<file path="config.mk">
export PLATFORM = sky130hd
export DESIGN_NAME = drscr_regs
export DESIGN_NICKNAME = d
export VERILOG_FILES = /design/src/include/drscr_pkg.sv /design/src/design/drscr_regs.sv
export SDC_FILE = /design/constraint.sdc
export NUM_CORES = 1
export LEC_CHECK = 0
export BUFFER_PORTS_ARGS = -buffer_cell sky130_fd_sc_hd__buf_2
export CORE_MARGIN = 2
export CORE_UTILIZATION = 58
export CTS_BUF_LIST = sky130_fd_sc_hd__clkbuf_8 sky130_fd_sc_hd__clkbuf_16
export DETAILED_ROUTE_END_ITERATION = 8
export HOLD_SLACK_MARGIN = 0.08
export PLACE_DENSITY_LB_ADDON = 0.3
export RECOVER_POWER = 25
export SLEW_MARGIN = 15
export SYNTH_ARGS = -nofsm -noshare
export SYNTH_HDL_FRONTEND = slang
export SYNTH_SLANG_ARGS = --single-unit
</file>
<file path="constraint.sdc">
create_clock -name sys_clk -period 2.55 [get_ports sys_clk]
set_input_delay 0.3825 -clock sys_clk [delete_from_list [all_inputs] [get_ports sys_clk]]
set_output_delay 0.3825 -clock sys_clk [all_outputs]
set_load 0.05 [all_outputs]
</file>
<file path="src/include/drscr_pkg.sv">
// constants and types for the sync, holdover and key-port register bank
package drscr_pkg;

  // ---------------------------------------------------------------
  // register offsets
  // ---------------------------------------------------------------
  localparam logic [7:0] OFS_IFACE_SYNC = 8'h12;
  localparam logic [7:0] OFS_SEP_THRESH = 8'h13;
  localparam logic [7:0] OFS_MISC_A = 8'h14;
  localparam logic [7:0] OFS_POL_STAT = 8'h15;
  localparam logic [7:0] OFS_SLICER = 8'h16;
  localparam logic [7:0] OFS_HOLD_PRE = 8'h17;
  localparam logic [7:0] OFS_HOLD_POST = 8'h18;
  localparam logic [7:0] OFS_TEST = 8'h19;
  localparam logic [7:0] OFS_LOOP_A = 8'h1a;
  localparam logic [7:0] OFS_LOOP_GAIN = 8'h1b;
  localparam logic [7:0] OFS_CHROMA = 8'h1c;
  localparam logic [7:0] OFS_KEY_STAT = 8'h1d;
  localparam logic [7:0] OFS_FIXED_B = 8'h1e;
  localparam logic [7:0] OFS_FIXED_C = 8'h1f;
  localparam logic [7:0] OFS_KEY_PORT = 8'h20;

  // ---------------------------------------------------------------
  // reset values
  // ---------------------------------------------------------------
  localparam logic [3:0] RST_IFACE_SYNC = 4'h1;
  localparam logic [7:0] RST_SEP_THRESH = 8'h20;
  localparam logic [7:0] RST_MISC_A = 8'h10;
  localparam logic [7:0] RST_SLICER = 8'hbc;
  localparam logic [7:0] RST_HOLD_PRE = 8'h00;
  localparam logic [7:0] RST_HOLD_POST = 8'h00;
  localparam logic [7:0] RST_TEST = 8'h00;
  localparam logic [7:0] RST_LOOP_A = 8'hff;
  localparam logic [7:0] RST_LOOP_GAIN = 8'h00;
  localparam logic [7:0] RST_CHROMA = 8'h07;
  localparam logic [7:0] RST_FIXED_B = 8'hff;
  localparam logic [7:0] RST_FIXED_C = 8'h84;
  localparam logic [7:0] RST_KEY_PORT = 8'h08;

  // ---------------------------------------------------------------
  // field positions
  // ---------------------------------------------------------------
  localparam int BIT_VSYNC_OVR = 3;
  localparam int BIT_VSYNC_SEL = 2;
  localparam int BIT_HOLD_SRC = 1;
  localparam int BIT_PWR_N = 0;
  localparam int BIT_SCAN_EN = 2;
  localparam int BIT_HOLD_POL_OVR = 1;
  localparam int BIT_HSYNC_POL_OVR = 0;
  localparam int BIT_CBCR_ORDER = 2;
  localparam int BIT_FMT_444 = 0;
  localparam int BIT_KEY_ADDR = 7;
  localparam int BIT_PIN_SEL = 6;
  localparam int BIT_BW_CTRL = 5;
  localparam int BIT_KEY_DRIVE = 4;
  localparam int BIT_OSC_INT = 3;

  // key port serial addresses (8-bit write form)
  localparam logic [7:0] KEY_ADDR_LO = 8'h74;
  localparam logic [7:0] KEY_ADDR_HI = 8'h76;

  // ---------------------------------------------------------------
  // types
  // ---------------------------------------------------------------
  typedef enum logic [3:0] {
    ST_IDLE, ST_ADDR, ST_ADDR_ACK, ST_SUB, ST_SUB_ACK,
    ST_WR, ST_WR_ACK, ST_RD, ST_RD_ACK
  } drscr_state_e;

  typedef struct packed {
    logic [7:0] loop_config_a;
    logic [7:0] loop_gain_mode;
    logic [4:0] loop_gain_b;
    logic [4:0] slicer_threshold;
    logic [7:0] holdover_pre_lines;
    logic [7:0] holdover_post_lines;
    logic [7:0] factory_test;
    logic [7:0] fixed_b;
    logic [7:0] fixed_c;
    logic scan_enable;
    logic output_444;
    logic cbcr_order;
    logic sampling_alt;
    logic bandwidth_low;
    logic osc_internal;
    logic full_power_down_n;
  } drscr_cfg_s;

endpackage

</file>
<file path="src/design/drscr_regs.sv">
// two-wire serial register bank for sync, holdover and key-port control
`timescale 1ns/1ps
// Operation
// - vsync output: raw or separator, under override
// - override bit hands vsync choice to host
// - holdover source: external pin or vsync
// - power-down bit is active low
// - separator toggles after threshold cycles, reset 0x20
// - scan enable bit, resets to zero
// - holdover polarity: detected or host bit 5
// - hsync polarity: detected or host bit 7
// - polarity status in bits seven to five
// - slicer threshold bits 7:3, reset 10111
// - pre-holdover line count, resets to zero
// - post-holdover line count, resets to zero
// - format bit selects 4:4:4 or 4:2:2
// - key status reads one when keys found
// - key port address 0x74 or 0x76
// - shared pin: control output three or key data
// - key bus released when drive bit zero
// - oscillator bit: internal one, external zero
module drscr_regs #(
  parameter logic [6:0] DEV_ADDR = 7'h4c // arbitrary value
) (
  input wire logic sys_clk,
  input wire logic rst,
  // two-wire serial bus
  input wire logic scl_in,
  input wire logic sda_in,
  output logic sda_out,
  output logic sda_oe,
  // sync sources
  input wire logic raw_vsync,
  input wire logic composite_sync,
  input wire logic holdover_pin,
  input wire logic auto_vsync_from_sep,
  output logic vsync_out,
  output logic sep_sync_out,
  output logic holdover_src,
  // polarity
  input wire logic host_hsync_pol,
  input wire logic host_holdover_pol,
  input wire logic det_hsync_pol,
  input wire logic det_holdover_pol,
  input wire logic vsync_out_pol,
  output logic hsync_pol,
  output logic holdover_pol,
  // key port
  input wire logic keys_detected,
  input wire logic key_data_drive,
  input wire logic key_clock_drive,
  input wire logic general_control_output_three,
  output logic [6:0] key_port_addr,
  output logic shared_pin_out,
  output logic shared_pin_oe,
  output logic key_memory_clock_out,
  output logic key_memory_clock_oe,
  output logic osc_use_internal,
  output drscr_pkg::drscr_cfg_s cfg
);

  // ---------------------------------------------------------------
  // pin synchronisers
  // ---------------------------------------------------------------
  logic [2:0] pin_meta_reg;
  logic [2:0] pin_sync_reg;
  logic scl_d_reg;
  logic sda_d_reg;
  wire logic scl_q = pin_sync_reg[0];
  wire logic sda_q = pin_sync_reg[1];
  wire logic csync_q = pin_sync_reg[2];

  always_ff @(posedge sys_clk) begin
    pin_meta_reg <= {composite_sync, sda_in, scl_in};
    pin_sync_reg <= pin_meta_reg;
    scl_d_reg <= pin_sync_reg[0];
    sda_d_reg <= pin_sync_reg[1];
  end

  wire logic scl_rise = scl_q & ~scl_d_reg;
  wire logic scl_fall = ~scl_q & scl_d_reg;
  wire logic bus_start = scl_q & scl_d_reg & sda_d_reg & ~sda_q;
  wire logic bus_stop = scl_q & scl_d_reg & ~sda_d_reg & sda_q;

  // ---------------------------------------------------------------
  // register storage
  // ---------------------------------------------------------------
  logic [3:0] iface_sync_reg;
  logic [7:0] sep_thresh_reg;
  logic [7:0] misc_a_reg;
  logic [7:0] slicer_reg;
  logic [7:0] hold_pre_reg;
  logic [7:0] hold_post_reg;
  logic [7:0] test_reg;
  logic [7:0] loop_a_reg;
  logic [7:0] loop_gain_reg;
  logic [7:0] chroma_reg;
  logic [7:0] fixed_b_reg;
  logic [7:0] fixed_c_reg;
  logic [7:0] key_port_reg;

  // ---------------------------------------------------------------
  // serial slave
  // ---------------------------------------------------------------
  drscr_pkg::drscr_state_e state_reg;
  logic [7:0] shift_reg;
  logic [7:0] tx_reg;
  logic [3:0] cnt_reg;
  logic [7:0] ptr_reg;
  logic rw_reg;
  logic oe_reg;
  logic wr_en_reg;
  logic [7:0] wr_addr_reg;
  logic [7:0] wr_data_reg;
  logic [7:0] rd_data;

  wire logic byte_full = (cnt_reg == 4'h8);
  wire logic addr_match = (shift_reg[7:1] == DEV_ADDR);

  always_ff @(posedge sys_clk) begin
    wr_en_reg <= 1'b0;
    if (rst) begin
      state_reg <= drscr_pkg::ST_IDLE;
      shift_reg <= 8'h00;
      tx_reg <= 8'h00;
      cnt_reg <= 4'h0;
      ptr_reg <= 8'h00;
      rw_reg <= 1'b0;
      oe_reg <= 1'b0;
      wr_addr_reg <= 8'h00;
      wr_data_reg <= 8'h00;
    end else if (bus_start) begin
      state_reg <= drscr_pkg::ST_ADDR;
      cnt_reg <= 4'h0;
      oe_reg <= 1'b0;
    end else if (bus_stop) begin
      state_reg <= drscr_pkg::ST_IDLE;
      oe_reg <= 1'b0;
    end else if (scl_rise) begin
      case (state_reg)
        drscr_pkg::ST_ADDR, drscr_pkg::ST_SUB, drscr_pkg::ST_WR: begin
          shift_reg <= {shift_reg[6:0], sda_q};
          cnt_reg <= cnt_reg + 4'h1;
        end
        drscr_pkg::ST_RD_ACK: begin
          // master nack ends the read burst
          if (sda_q) begin
            state_reg <= drscr_pkg::ST_IDLE;
          end
        end
        default: begin
        end
      endcase
    end else if (scl_fall) begin
      case (state_reg)
        drscr_pkg::ST_ADDR: begin
          if (byte_full) begin
            cnt_reg <= 4'h0;
            if (addr_match) begin
              state_reg <= drscr_pkg::ST_ADDR_ACK;
              rw_reg <= shift_reg[0];
              oe_reg <= 1'b1;
            end else begin
              state_reg <= drscr_pkg::ST_IDLE;
            end
          end
        end
        drscr_pkg::ST_ADDR_ACK, drscr_pkg::ST_RD_ACK: begin
          if (state_reg == drscr_pkg::ST_RD_ACK || rw_reg) begin
            tx_reg <= rd_data;
            oe_reg <= ~rd_data[7];
            ptr_reg <= ptr_reg + 8'h01;
            cnt_reg <= 4'h1;
            state_reg <= drscr_pkg::ST_RD;
          end else begin
            oe_reg <= 1'b0;
            state_reg <= drscr_pkg::ST_SUB;
          end
        end
        drscr_pkg::ST_SUB: begin
          if (byte_full) begin
            ptr_reg <= shift_reg;
            cnt_reg <= 4'h0;
            oe_reg <= 1'b1;
            state_reg <= drscr_pkg::ST_SUB_ACK;
          end
        end
        drscr_pkg::ST_WR: begin
          if (byte_full) begin
            wr_en_reg <= 1'b1;
            wr_addr_reg <= ptr_reg;
            wr_data_reg <= shift_reg;
            ptr_reg <= ptr_reg + 8'h01;
            cnt_reg <= 4'h0;
            oe_reg <= 1'b1;
            state_reg <= drscr_pkg::ST_WR_ACK;
          end
        end
        drscr_pkg::ST_SUB_ACK, drscr_pkg::ST_WR_ACK: begin
          oe_reg <= 1'b0;
          state_reg <= drscr_pkg::ST_WR;
        end
        drscr_pkg::ST_RD: begin
          if (byte_full) begin
            oe_reg <= 1'b0;
            state_reg <= drscr_pkg::ST_RD_ACK;
          end else begin
            oe_reg <= ~tx_reg[3'(4'h7 - cnt_reg)];
            cnt_reg <= cnt_reg + 4'h1;
          end
        end
        default: begin
        end
      endcase
    end
  end

  assign sda_out = 1'b0;
  assign sda_oe = oe_reg;

  // ---------------------------------------------------------------
  // register writes
  // ---------------------------------------------------------------
  wire logic wr_iface = wr_en_reg && (wr_addr_reg == drscr_pkg::OFS_IFACE_SYNC);
  wire logic wr_sep = wr_en_reg && (wr_addr_reg == drscr_pkg::OFS_SEP_THRESH);
  wire logic wr_misc = wr_en_reg && (wr_addr_reg == drscr_pkg::OFS_MISC_A);
  wire logic wr_slicer = wr_en_reg && (wr_addr_reg == drscr_pkg::OFS_SLICER);
  wire logic wr_pre = wr_en_reg && (wr_addr_reg == drscr_pkg::OFS_HOLD_PRE);
  wire logic wr_post = wr_en_reg && (wr_addr_reg == drscr_pkg::OFS_HOLD_POST);
  wire logic wr_test = wr_en_reg && (wr_addr_reg == drscr_pkg::OFS_TEST);
  wire logic wr_loop_a = wr_en_reg && (wr_addr_reg == drscr_pkg::OFS_LOOP_A);
  wire logic wr_gain = wr_en_reg && (wr_addr_reg == drscr_pkg::OFS_LOOP_GAIN);
  wire logic wr_chroma = wr_en_reg && (wr_addr_reg == drscr_pkg::OFS_CHROMA);
  wire logic wr_fixed_b = wr_en_reg && (wr_addr_reg == drscr_pkg::OFS_FIXED_B);
  wire logic wr_fixed_c = wr_en_reg && (wr_addr_reg == drscr_pkg::OFS_FIXED_C);
  wire logic wr_key = wr_en_reg && (wr_addr_reg == drscr_pkg::OFS_KEY_PORT);

  // status offsets have no write decode at all
  always_ff @(posedge sys_clk) begin
    if (rst) begin
      iface_sync_reg <= drscr_pkg::RST_IFACE_SYNC;
      sep_thresh_reg <= drscr_pkg::RST_SEP_THRESH;
      misc_a_reg <= drscr_pkg::RST_MISC_A;
      slicer_reg <= drscr_pkg::RST_SLICER;
      hold_pre_reg <= drscr_pkg::RST_HOLD_PRE;
      hold_post_reg <= drscr_pkg::RST_HOLD_POST;
      test_reg <= drscr_pkg::RST_TEST;
      loop_a_reg <= drscr_pkg::RST_LOOP_A;
      loop_gain_reg <= drscr_pkg::RST_LOOP_GAIN;
      chroma_reg <= drscr_pkg::RST_CHROMA;
      fixed_b_reg <= drscr_pkg::RST_FIXED_B;
      fixed_c_reg <= drscr_pkg::RST_FIXED_C;
      key_port_reg <= drscr_pkg::RST_KEY_PORT;
    end else begin
      if (wr_iface) iface_sync_reg <= wr_data_reg[3:0];
      if (wr_sep) sep_thresh_reg <= wr_data_reg;
      if (wr_misc) misc_a_reg <= wr_data_reg;
      if (wr_slicer) slicer_reg <= wr_data_reg;
      if (wr_pre) hold_pre_reg <= wr_data_reg;
      if (wr_post) hold_post_reg <= wr_data_reg;
      if (wr_test) test_reg <= wr_data_reg;
      if (wr_loop_a) loop_a_reg <= wr_data_reg;
      if (wr_gain) loop_gain_reg <= wr_data_reg;
      if (wr_chroma) chroma_reg <= wr_data_reg;
      if (wr_fixed_b) fixed_b_reg <= wr_data_reg;
      if (wr_fixed_c) fixed_c_reg <= wr_data_reg;
      if (wr_key) key_port_reg <= wr_data_reg;
    end
  end

  // ---------------------------------------------------------------
  // read mux
  // ---------------------------------------------------------------
  wire logic [7:0] pol_status = {det_hsync_pol, vsync_out_pol, det_holdover_pol, 5'h00};

  always_comb begin
    if (ptr_reg == drscr_pkg::OFS_IFACE_SYNC) rd_data = {4'h0, iface_sync_reg};
    else if (ptr_reg == drscr_pkg::OFS_SEP_THRESH) rd_data = sep_thresh_reg;
    else if (ptr_reg == drscr_pkg::OFS_MISC_A) rd_data = misc_a_reg;
    else if (ptr_reg == drscr_pkg::OFS_POL_STAT) rd_data = pol_status;
    else if (ptr_reg == drscr_pkg::OFS_SLICER) rd_data = slicer_reg;
    else if (ptr_reg == drscr_pkg::OFS_HOLD_PRE) rd_data = hold_pre_reg;
    else if (ptr_reg == drscr_pkg::OFS_HOLD_POST) rd_data = hold_post_reg;
    else if (ptr_reg == drscr_pkg::OFS_TEST) rd_data = test_reg;
    else if (ptr_reg == drscr_pkg::OFS_LOOP_A) rd_data = loop_a_reg;
    else if (ptr_reg == drscr_pkg::OFS_LOOP_GAIN) rd_data = loop_gain_reg;
    else if (ptr_reg == drscr_pkg::OFS_CHROMA) rd_data = chroma_reg;
    else if (ptr_reg == drscr_pkg::OFS_KEY_STAT) rd_data = {7'h00, keys_detected};
    else if (ptr_reg == drscr_pkg::OFS_FIXED_B) rd_data = fixed_b_reg;
    else if (ptr_reg == drscr_pkg::OFS_FIXED_C) rd_data = fixed_c_reg;
    else if (ptr_reg == drscr_pkg::OFS_KEY_PORT) rd_data = key_port_reg;
    else rd_data = 8'h00;
  end

  // ---------------------------------------------------------------
  // sync separator
  // ---------------------------------------------------------------
  logic [7:0] sep_cnt_reg;
  logic sep_out_reg;
  wire logic sep_differs = (csync_q != sep_out_reg);
  wire logic sep_flip = sep_differs && ((sep_cnt_reg + 8'h01) >= sep_thresh_reg);

  always_ff @(posedge sys_clk) begin
    if (rst) begin
      sep_cnt_reg <= 8'h00;
      sep_out_reg <= 1'b0;
    end else if (sep_flip) begin
      sep_cnt_reg <= 8'h00;
      sep_out_reg <= ~sep_out_reg;
    end else if (sep_differs) begin
      sep_cnt_reg <= sep_cnt_reg + 8'h01;
    end else begin
      sep_cnt_reg <= 8'h00;
    end
  end

  assign sep_sync_out = sep_out_reg;

  // ---------------------------------------------------------------
  // sync and polarity selection
  // ---------------------------------------------------------------
  wire logic vsync_ovr = iface_sync_reg[drscr_pkg::BIT_VSYNC_OVR];
  wire logic vsync_use_sep = vsync_ovr ? iface_sync_reg[drscr_pkg::BIT_VSYNC_SEL] :
                             auto_vsync_from_sep;
  assign vsync_out = vsync_use_sep ? sep_out_reg : raw_vsync;
  assign holdover_src = iface_sync_reg[drscr_pkg::BIT_HOLD_SRC] ? vsync_out :
                        holdover_pin;
  assign holdover_pol = misc_a_reg[drscr_pkg::BIT_HOLD_POL_OVR] ? host_holdover_pol :
                        det_holdover_pol;
  assign hsync_pol = misc_a_reg[drscr_pkg::BIT_HSYNC_POL_OVR] ? host_hsync_pol :
                     det_hsync_pol;

  // ---------------------------------------------------------------
  // key port and pin control
  // ---------------------------------------------------------------
  wire logic key_drive = key_port_reg[drscr_pkg::BIT_KEY_DRIVE];
  wire logic pin_is_key = key_port_reg[drscr_pkg::BIT_PIN_SEL];

  assign key_port_addr = key_port_reg[drscr_pkg::BIT_KEY_ADDR] ?
                         drscr_pkg::KEY_ADDR_HI[7:1] : drscr_pkg::KEY_ADDR_LO[7:1];
  assign shared_pin_out = pin_is_key ? 1'b0 : general_control_output_three;
  assign shared_pin_oe = pin_is_key ? (key_drive & key_data_drive) : 1'b1;
  assign key_memory_clock_out = 1'b0;
  assign key_memory_clock_oe = key_drive & key_clock_drive;
  assign osc_use_internal = key_port_reg[drscr_pkg::BIT_OSC_INT];

  // ---------------------------------------------------------------
  // configuration outputs
  // ---------------------------------------------------------------
  always_comb begin
    cfg.loop_config_a = loop_a_reg;
    cfg.loop_gain_mode = loop_gain_reg;
    cfg.loop_gain_b = chroma_reg[7:3];
    cfg.slicer_threshold = slicer_reg[7:3];
    cfg.holdover_pre_lines = hold_pre_reg;
    cfg.holdover_post_lines = hold_post_reg;
    cfg.factory_test = test_reg;
    cfg.fixed_b = fixed_b_reg;
    cfg.fixed_c = fixed_c_reg;
    cfg.scan_enable = misc_a_reg[drscr_pkg::BIT_SCAN_EN];
    cfg.output_444 = chroma_reg[drscr_pkg::BIT_FMT_444];
    cfg.cbcr_order = chroma_reg[drscr_pkg::BIT_CBCR_ORDER];
    cfg.sampling_alt = chroma_reg[1];
    cfg.bandwidth_low = key_port_reg[drscr_pkg::BIT_BW_CTRL];
    cfg.osc_internal = key_port_reg[drscr_pkg::BIT_OSC_INT];
    cfg.full_power_down_n = iface_sync_reg[drscr_pkg::BIT_PWR_N];
  end

endmodule // drscr_regs

</file>
==> flow_summary.yaml, run 1 <==
detailed_routing:
  drt-wirelength-per-cell_um: 19.9
  ant_nets: 0
  num_vias: 8054
  vias_per_cell: 6.29
  drt_pass1_iterations: 6
  drt_wl_total_mm: 25.4
  drt_iter0_drc: 1183
  drc: 0
floorplan:
  fp-row-count: 44
  initial_utilization_pct: 59.5
  fp.dieW_um: 126
  dieArea_mm2: 0.0160
  pin_count: 109
  die_h_um: 126
  design.core.area_mm2: 0.0146
yosys:
  synthMuxAreaShare_pct: 16.0
  async_flop_share_pct: 0
  avgSynthCellArea_um2: 8.68
  synthAdderAreaFrac_pct: 2.60
  synth-simple-area-share_pct: 19.6
  synth_flop_cell: "dfxtp_1"
  synth_top_family_by_area: "simple AND/OR/NAND/NOR gates"
  synth.distinct_cells: 82
  synth_edf_count: 0
  synth_compound_area_share_pct: 15.8
  yosysSeqAreaShare_pct: 38.8
  synthesis.area_mm2: 0.00868
  ys_warn_count: 0
  synth_cells: 1000
  ys_ff_latch: 168
  synth_xor_area_share_pct: 0.908
status:
  status: "completed"
min_path:
  hp-class: "reg -> reg"
  min_from: "pin_meta_reg[0]$_DFF_P_"
placed_design:
  placed_area_mm2: 0.00933
  io_buffers: 100
  preCtsSetupSlack_ns: -0.126
  hpwl_mm: 17.5
  place_congestion: 0.951
critical_path:
  crit_path_top_delay_cell: "or4b_4"
  r2r-end: "tx_reg[2]$_SDFFE_PP0P_"
  critPathArrivalTime_ns: 2.81
  end_kind: "flop"
  path_cells: "or4b_4, nor3_2, a221oi_1, o31ai_1, a21oi_1, o22ai_1"
  crit_buf_inv: 0
  critical_path_class: "reg -> reg"
  cp-endpoint: "tx_reg[2]$_SDFFE_PP0P_"
  crit_start: "ptr_reg[5]$_SDFFE_PP0P_"
  path_depth: 6
  crit_family: "simple AND/OR/NAND/NOR gates"
  cp.required_ns: 2.91
  r2r_cells: 6
  cpPeakStageDelay_ns: 0.73
  start_kind: "flop"
  cp_max_fo: 11
  r2r_slack_ns: 0.10
  regToRegStartpoint: "ptr_reg[5]$_SDFFE_PP0P_"
finish:
  fill_cells: 1161
  mostFrequentLayoutCell: "dfxtp_1"
  drive_above_1_share_pct: 15.1
  stdcell_area_mm2: 0.00998
  area_delta_synth_final_pct: 15.0
  diodes: 0
  nets: 1118
  final_cell_mix: "dfxtp_1 (165), nor2_1 (138), mux2i_1 (130), nand2_1 (71), a21oi_1 (57)"
sta:
  finClkSkew_ns: 0.0108
  hold_viol: 0
  worstMarginPinSlew_ns: 0.871
  fin_crit_ns: 2.45
  postLayoutSetupSlackWorst_ns: 0.100
  slew_violations: 0
  whs_ns: 0.332
  setup_viol: 0
  post-route-period-util_pct: 96.1
  max_freq_mhz: 408
  grt_setup_unrepaired: "true"
  timing.slew.headroom_pct: 41.8
  setup_tns_ns: 0
global_routing:
  grt_max_degree: 53
  grt_overflow: 0
  grt_usage_pct: 31.5
  first_global_vias: 7348
  grt_pass1_wl_mm: 39.9
  antenna_found_initial: 0
clocking:
  cts_sinks: 168
  numCtsBuffers: 17
  cts.clk_slew.worst_paths_ns: 0.07
  cts-htree-levels: 4
  clk-insertion-delay-late_ns: 0.44
  root_buffer: "clkbuf_16"
  tritoncts: "done"
  cts_setup_buffers: 0
  clockBufferDepth: 2
power:
  ir_worst_vdd_mv: 0.490
  p_leak_nw: 4.04
  p_per_area_mw_per_mm2: 546
run:
  max-cap-violations: 0
[routing by layer]
layer | vias to the layer above | share of wire [%] | wire length, um | GRT usage [%]
met1 | 3833 | 42 | 10600 | 43.6
li1 | 3704 | - | - | -
met4 | 0 | 3.1 | 788 | 11.9
met5 | - | 0 | 0 | 0
met3 | 76 | 9.5 | 2420 | 7.34
met2 | 441 | 46 | 11600 | 48.1
[layout make-up]
class	count	area, um2	area share (%)
multi-input cells	721	4880	48.9
well taps	184	230	2.31
inverters	27	105	1.05
flip-flops and latches	168	3370	33.7
clock buffers	18	439	4.40
repair buffers	148	803	8.05
clock inverters	14	154	1.54
[what timing repair did]
| action | in CTS | in global routing |
|---|---|---|
| endpoints found under the hold margin | 3 | 0 |
| pin swaps | 0 | 1 |
| setup endpoints to repair | 8 | 17 |
| gates resized for setup | 2 | 17 |
| hold buffers | 3 | 0 |
[where the power goes]
part / switching, mW / leakage (nW) / total [mW] / internal (mW)
clock network: 1.20 / 0.287 / 2.62 / 1.42
logic: 0.133 / 2.40 / 0.187 / 0.0540
registers: 0.0130 / 1.36 / 2.65 / 2.63
total: 1.35 / 4.04 / 5.45 / 4.10
[synthesized netlist by cell type (all sizes together), types with 4 or more instances]
library cell  count  area (um2)
ha               18         225
a22oi             5        42.5
a21o              7        53.8
inv              27         101
nor4b             4        50.1
a211o             5        43.8
o32ai             6        52.6
nand3            26         135
dfxtp           168        3360
nor2b            16         100
xnor2             4        35.0
o311ai            5        51.3
nor3             24         153
nand2b           14        87.6
mux2              4        45.0
a211oi            9        72.6
nor2            148         597
o22ai            12        75.1
a2bb2oi           7        61.3
a32oi             4        35.0
a31oi            12        75.1
a221oi            4        35.0
nand2            71         267
and2              4        25.0
o21ai            37         185
and3             10        62.6
a21oi            57         285
buf              40         253
nand3b            6        45.0
nand4             5        31.3
clkbuf           50         188
xor2              5        43.8
mux2i           130        1300
[kinds of logic after synthesis]
family                   count (synthesis)
AO/OA/AOI/OAI                          205
AND/OR/NAND/NOR                        345
multiplexers                           136
flip-flops                             168
buffers and inverters                  117
XOR/XNOR                                 9
adder cells (fa/ha/maj)                 18
other                                    2
[how the worst min path moves through the flow]
stage,endpoint,cells past startpoint
floorplan,pin_sync_reg[0]$_DFF_P_,0
global placement,pin_sync_reg[0]$_DFF_P_,0
detailed placement,pin_sync_reg[1]$_DFF_P_,0
CTS,pin_sync_reg[1]$_DFF_P_,0
global route,pin_sync_reg[2]$_DFF_P_,0
finish,pin_sync_reg[0]$_DFF_P_,0
[metrics by stage]
step	power [mW]	util, %	std cells
final	5.45	68.4	1280
after global routing	5.58	68.4	1280
after CTS	5.46	68.3	1280
after detailed placement	2.88	64.0	1245
after global placement	2.88	64.0	1245
after floorplan	2.84	-	1006
Note: power is estimated with default switching activity, not from simulation.
==> run 2: changes to the inputs <==
--- a/config.mk
+++ b/config.mk
@@ -7,7 +7,7 @@
 export LEC_CHECK = 0
 export BUFFER_PORTS_ARGS = -buffer_cell sky130_fd_sc_hd__buf_2
 export CORE_MARGIN = 2
-export CORE_UTILIZATION = 58
+export CORE_UTILIZATION = 45
 export CTS_BUF_LIST = sky130_fd_sc_hd__clkbuf_8 sky130_fd_sc_hd__clkbuf_16
 export DETAILED_ROUTE_END_ITERATION = 8
 export HOLD_SLACK_MARGIN = 0.08
==> run 2 against run 1 <==
Effect of this change: worst setup slack got worse by 0.057 ns; via count fell by 2.5%; critical path type unchanged; highest routed layer unchanged; first-iteration DRC count fell by 37%; largest power group unchanged.
==> flow_summary.yaml, run 2 (same netlist as run 1, synthesis figures left out) <==
status:
  status: "completed"
finish:
  diodes: 0
  final_cell_mix: "dfxtp_1 (168), nor2_1 (138), mux2i_1 (130), nand2_1 (71), a21oi_1 (57)"
  mostFrequentLayoutCell: "dfxtp_1"
  drive_above_1_share_pct: 14.7
  nets: 1122
  area_delta_synth_final_pct: 16.4
  fin_util_pct: 53.6
global_routing:
  grt_max_degree: 67
  grt_pass1_wl_mm: 41.5
  grt_usage_pct: 26.1
  grt_overflow: 0
  antenna_found_initial: 0
  first_global_vias: 7311
critical_path:
  critical_path_class: "reg -> reg"
  start_kind: "flop"
  cp_max_fo: 5
  end_kind: "flop"
  crit_start: "ptr_reg[1]$_SDFFE_PP0P_"
  cp.required_ns: 2.84
  regToRegStartpoint: "ptr_reg[1]$_SDFFE_PP0P_"
  r2r-end: "tx_reg[3]$_SDFFE_PP0P_"
  cp-endpoint: "tx_reg[3]$_SDFFE_PP0P_"
  r2r_slack_ns: 0.04
  r2r_cells: 9
  critPathArrivalTime_ns: 2.79
min_path:
  hp-class: "in -> reg"
  hold_path_depth: 2
sta:
  slew_violations: 0
  finClkSkew_ns: 0.0114
  fin_crit_ns: 2.51
  setup_tns_ns: 0
  worstMarginPinSlew_ns: 0.904
  hold_viol: 0
  post-route-period-util_pct: 98.3
  timing.slew.headroom_pct: 39.6
  max_freq_mhz: 399
  setup_viol: 0
floorplan:
  fp-row-count: 50
  die_h_um: 143
  pin_count: 109
  initial_utilization_pct: 46.1
  dieArea_mm2: 0.0204
  fp.dieW_um: 143
  design.core.area_mm2: 0.0188
placed_design:
  io_buffers: 100
  place_congestion: 0.997
  hpwl_mm: 18.2
clocking:
  clockBufferDepth: 2
  cts.clk_slew.worst_paths_ns: 0.07
  cts-htree-levels: 4
  cts_sinks: 168
  numCtsBuffers: 17
  clk-insertion-delay-late_ns: 0.44
  root_buffer: "clkbuf_16"
  cts_setup_buffers: 0
  tritoncts: "done"
detailed_routing:
  vias_per_cell: 5.78
  drt_iter0_drc: 745
  ant_nets: 0
  drt-wirelength-per-cell_um: 19.2
  drc: 0
  drt_pass1_iterations: 5
  num_vias: 7855
  drt_wl_total_mm: 26.2
power:
  ir_worst_vdd_mv: 0.458
  p_per_area_mw_per_mm2: 539
  p_leak_nw: 4.06
run:
  max-cap-violations: 0
## run 2: metal layers
metal | vias up | wire [um] | global-route usage [%]
li1 | 3703 | - | -
met1 | 3787 | 11700 | 36.2
met2 | 307 | 12100 | 40.6
met3 | 58 | 1570 | 4.12
met4 | 0 | 862 | 10.6
met5 | - | 0 | 0
## run 2: worst min path at each step
| stage | startpoint | endpoint | slack [ns] |
|---|---|---|---|
| 6_report | rst | tx_reg[0]$_SDFFE_PP0P_ | 0.25 |
| 5_1_grt | rst | tx_reg[0]$_SDFFE_PP0P_ | 0.26 |
| 4_1_cts | rst | tx_reg[0]$_SDFFE_PP0P_ | 0.24 |
| 3_5_place_dp | pin_meta_reg[1]$_DFF_P_ | pin_sync_reg[1]$_DFF_P_ | 0.32 |
| 3_3_place_gp | pin_meta_reg[2]$_DFF_P_ | pin_sync_reg[2]$_DFF_P_ | 0.31 |
| 2_1_floorplan | pin_meta_reg[0]$_DFF_P_ | pin_sync_reg[0]$_DFF_P_ | 0.31 |
## run 2: repair_timing
item	in CTS	in global routing
setup endpoints to repair	8	11
gates cloned	0	0
endpoints found under the hold margin	3	0
gates resized for setup	1	11
pin swaps	0	3
hold buffers	3	0
## run 2: area by class of cell
class                      instances  area [um2]
inverter                          27         101
clock buffer                      17         425
tap                              260         325
clock inverter                    15         156
fill                            1781        8730
timing repair buffer             152         870
multi-input combinational        721        4860
sequential                       168        3360
## run 2: through the flow
step	total power [mW]	std cells	worst slack [ns]	cell area, um2	hold slack (ns)
finish	5.44	1360	0.0438	10100	0.248
global route	5.59	1360	-0.0344	10100	0.265
CTS	5.45	1360	0.0121	10100	0.241
detailed placement	2.89	1325	-0.0542	9490	0.317
global placement	2.89	1325	0.0320	9490	0.313
floorplan	2.84	1006	0.184	8700	0.310
## run 2: power breakdown
part	switching (mW)	internal, mW
Combinational	0.134	0.0560
Clock	1.22	1.39
Sequential	0.0102	2.63
Total	1.36	4.08
## run 2: critical path, stage by stage (launching register included)
cell and delay [ns]:
dfxtp_1 0.40, inv_1 0.12, ha_1 0.24, nor4b_1 0.16, and3_1 0.26, buf_4 0.17, a221oi_1 0.35, o21ai_0 0.28
a211oi_2 0.29, o22ai_1 0.10
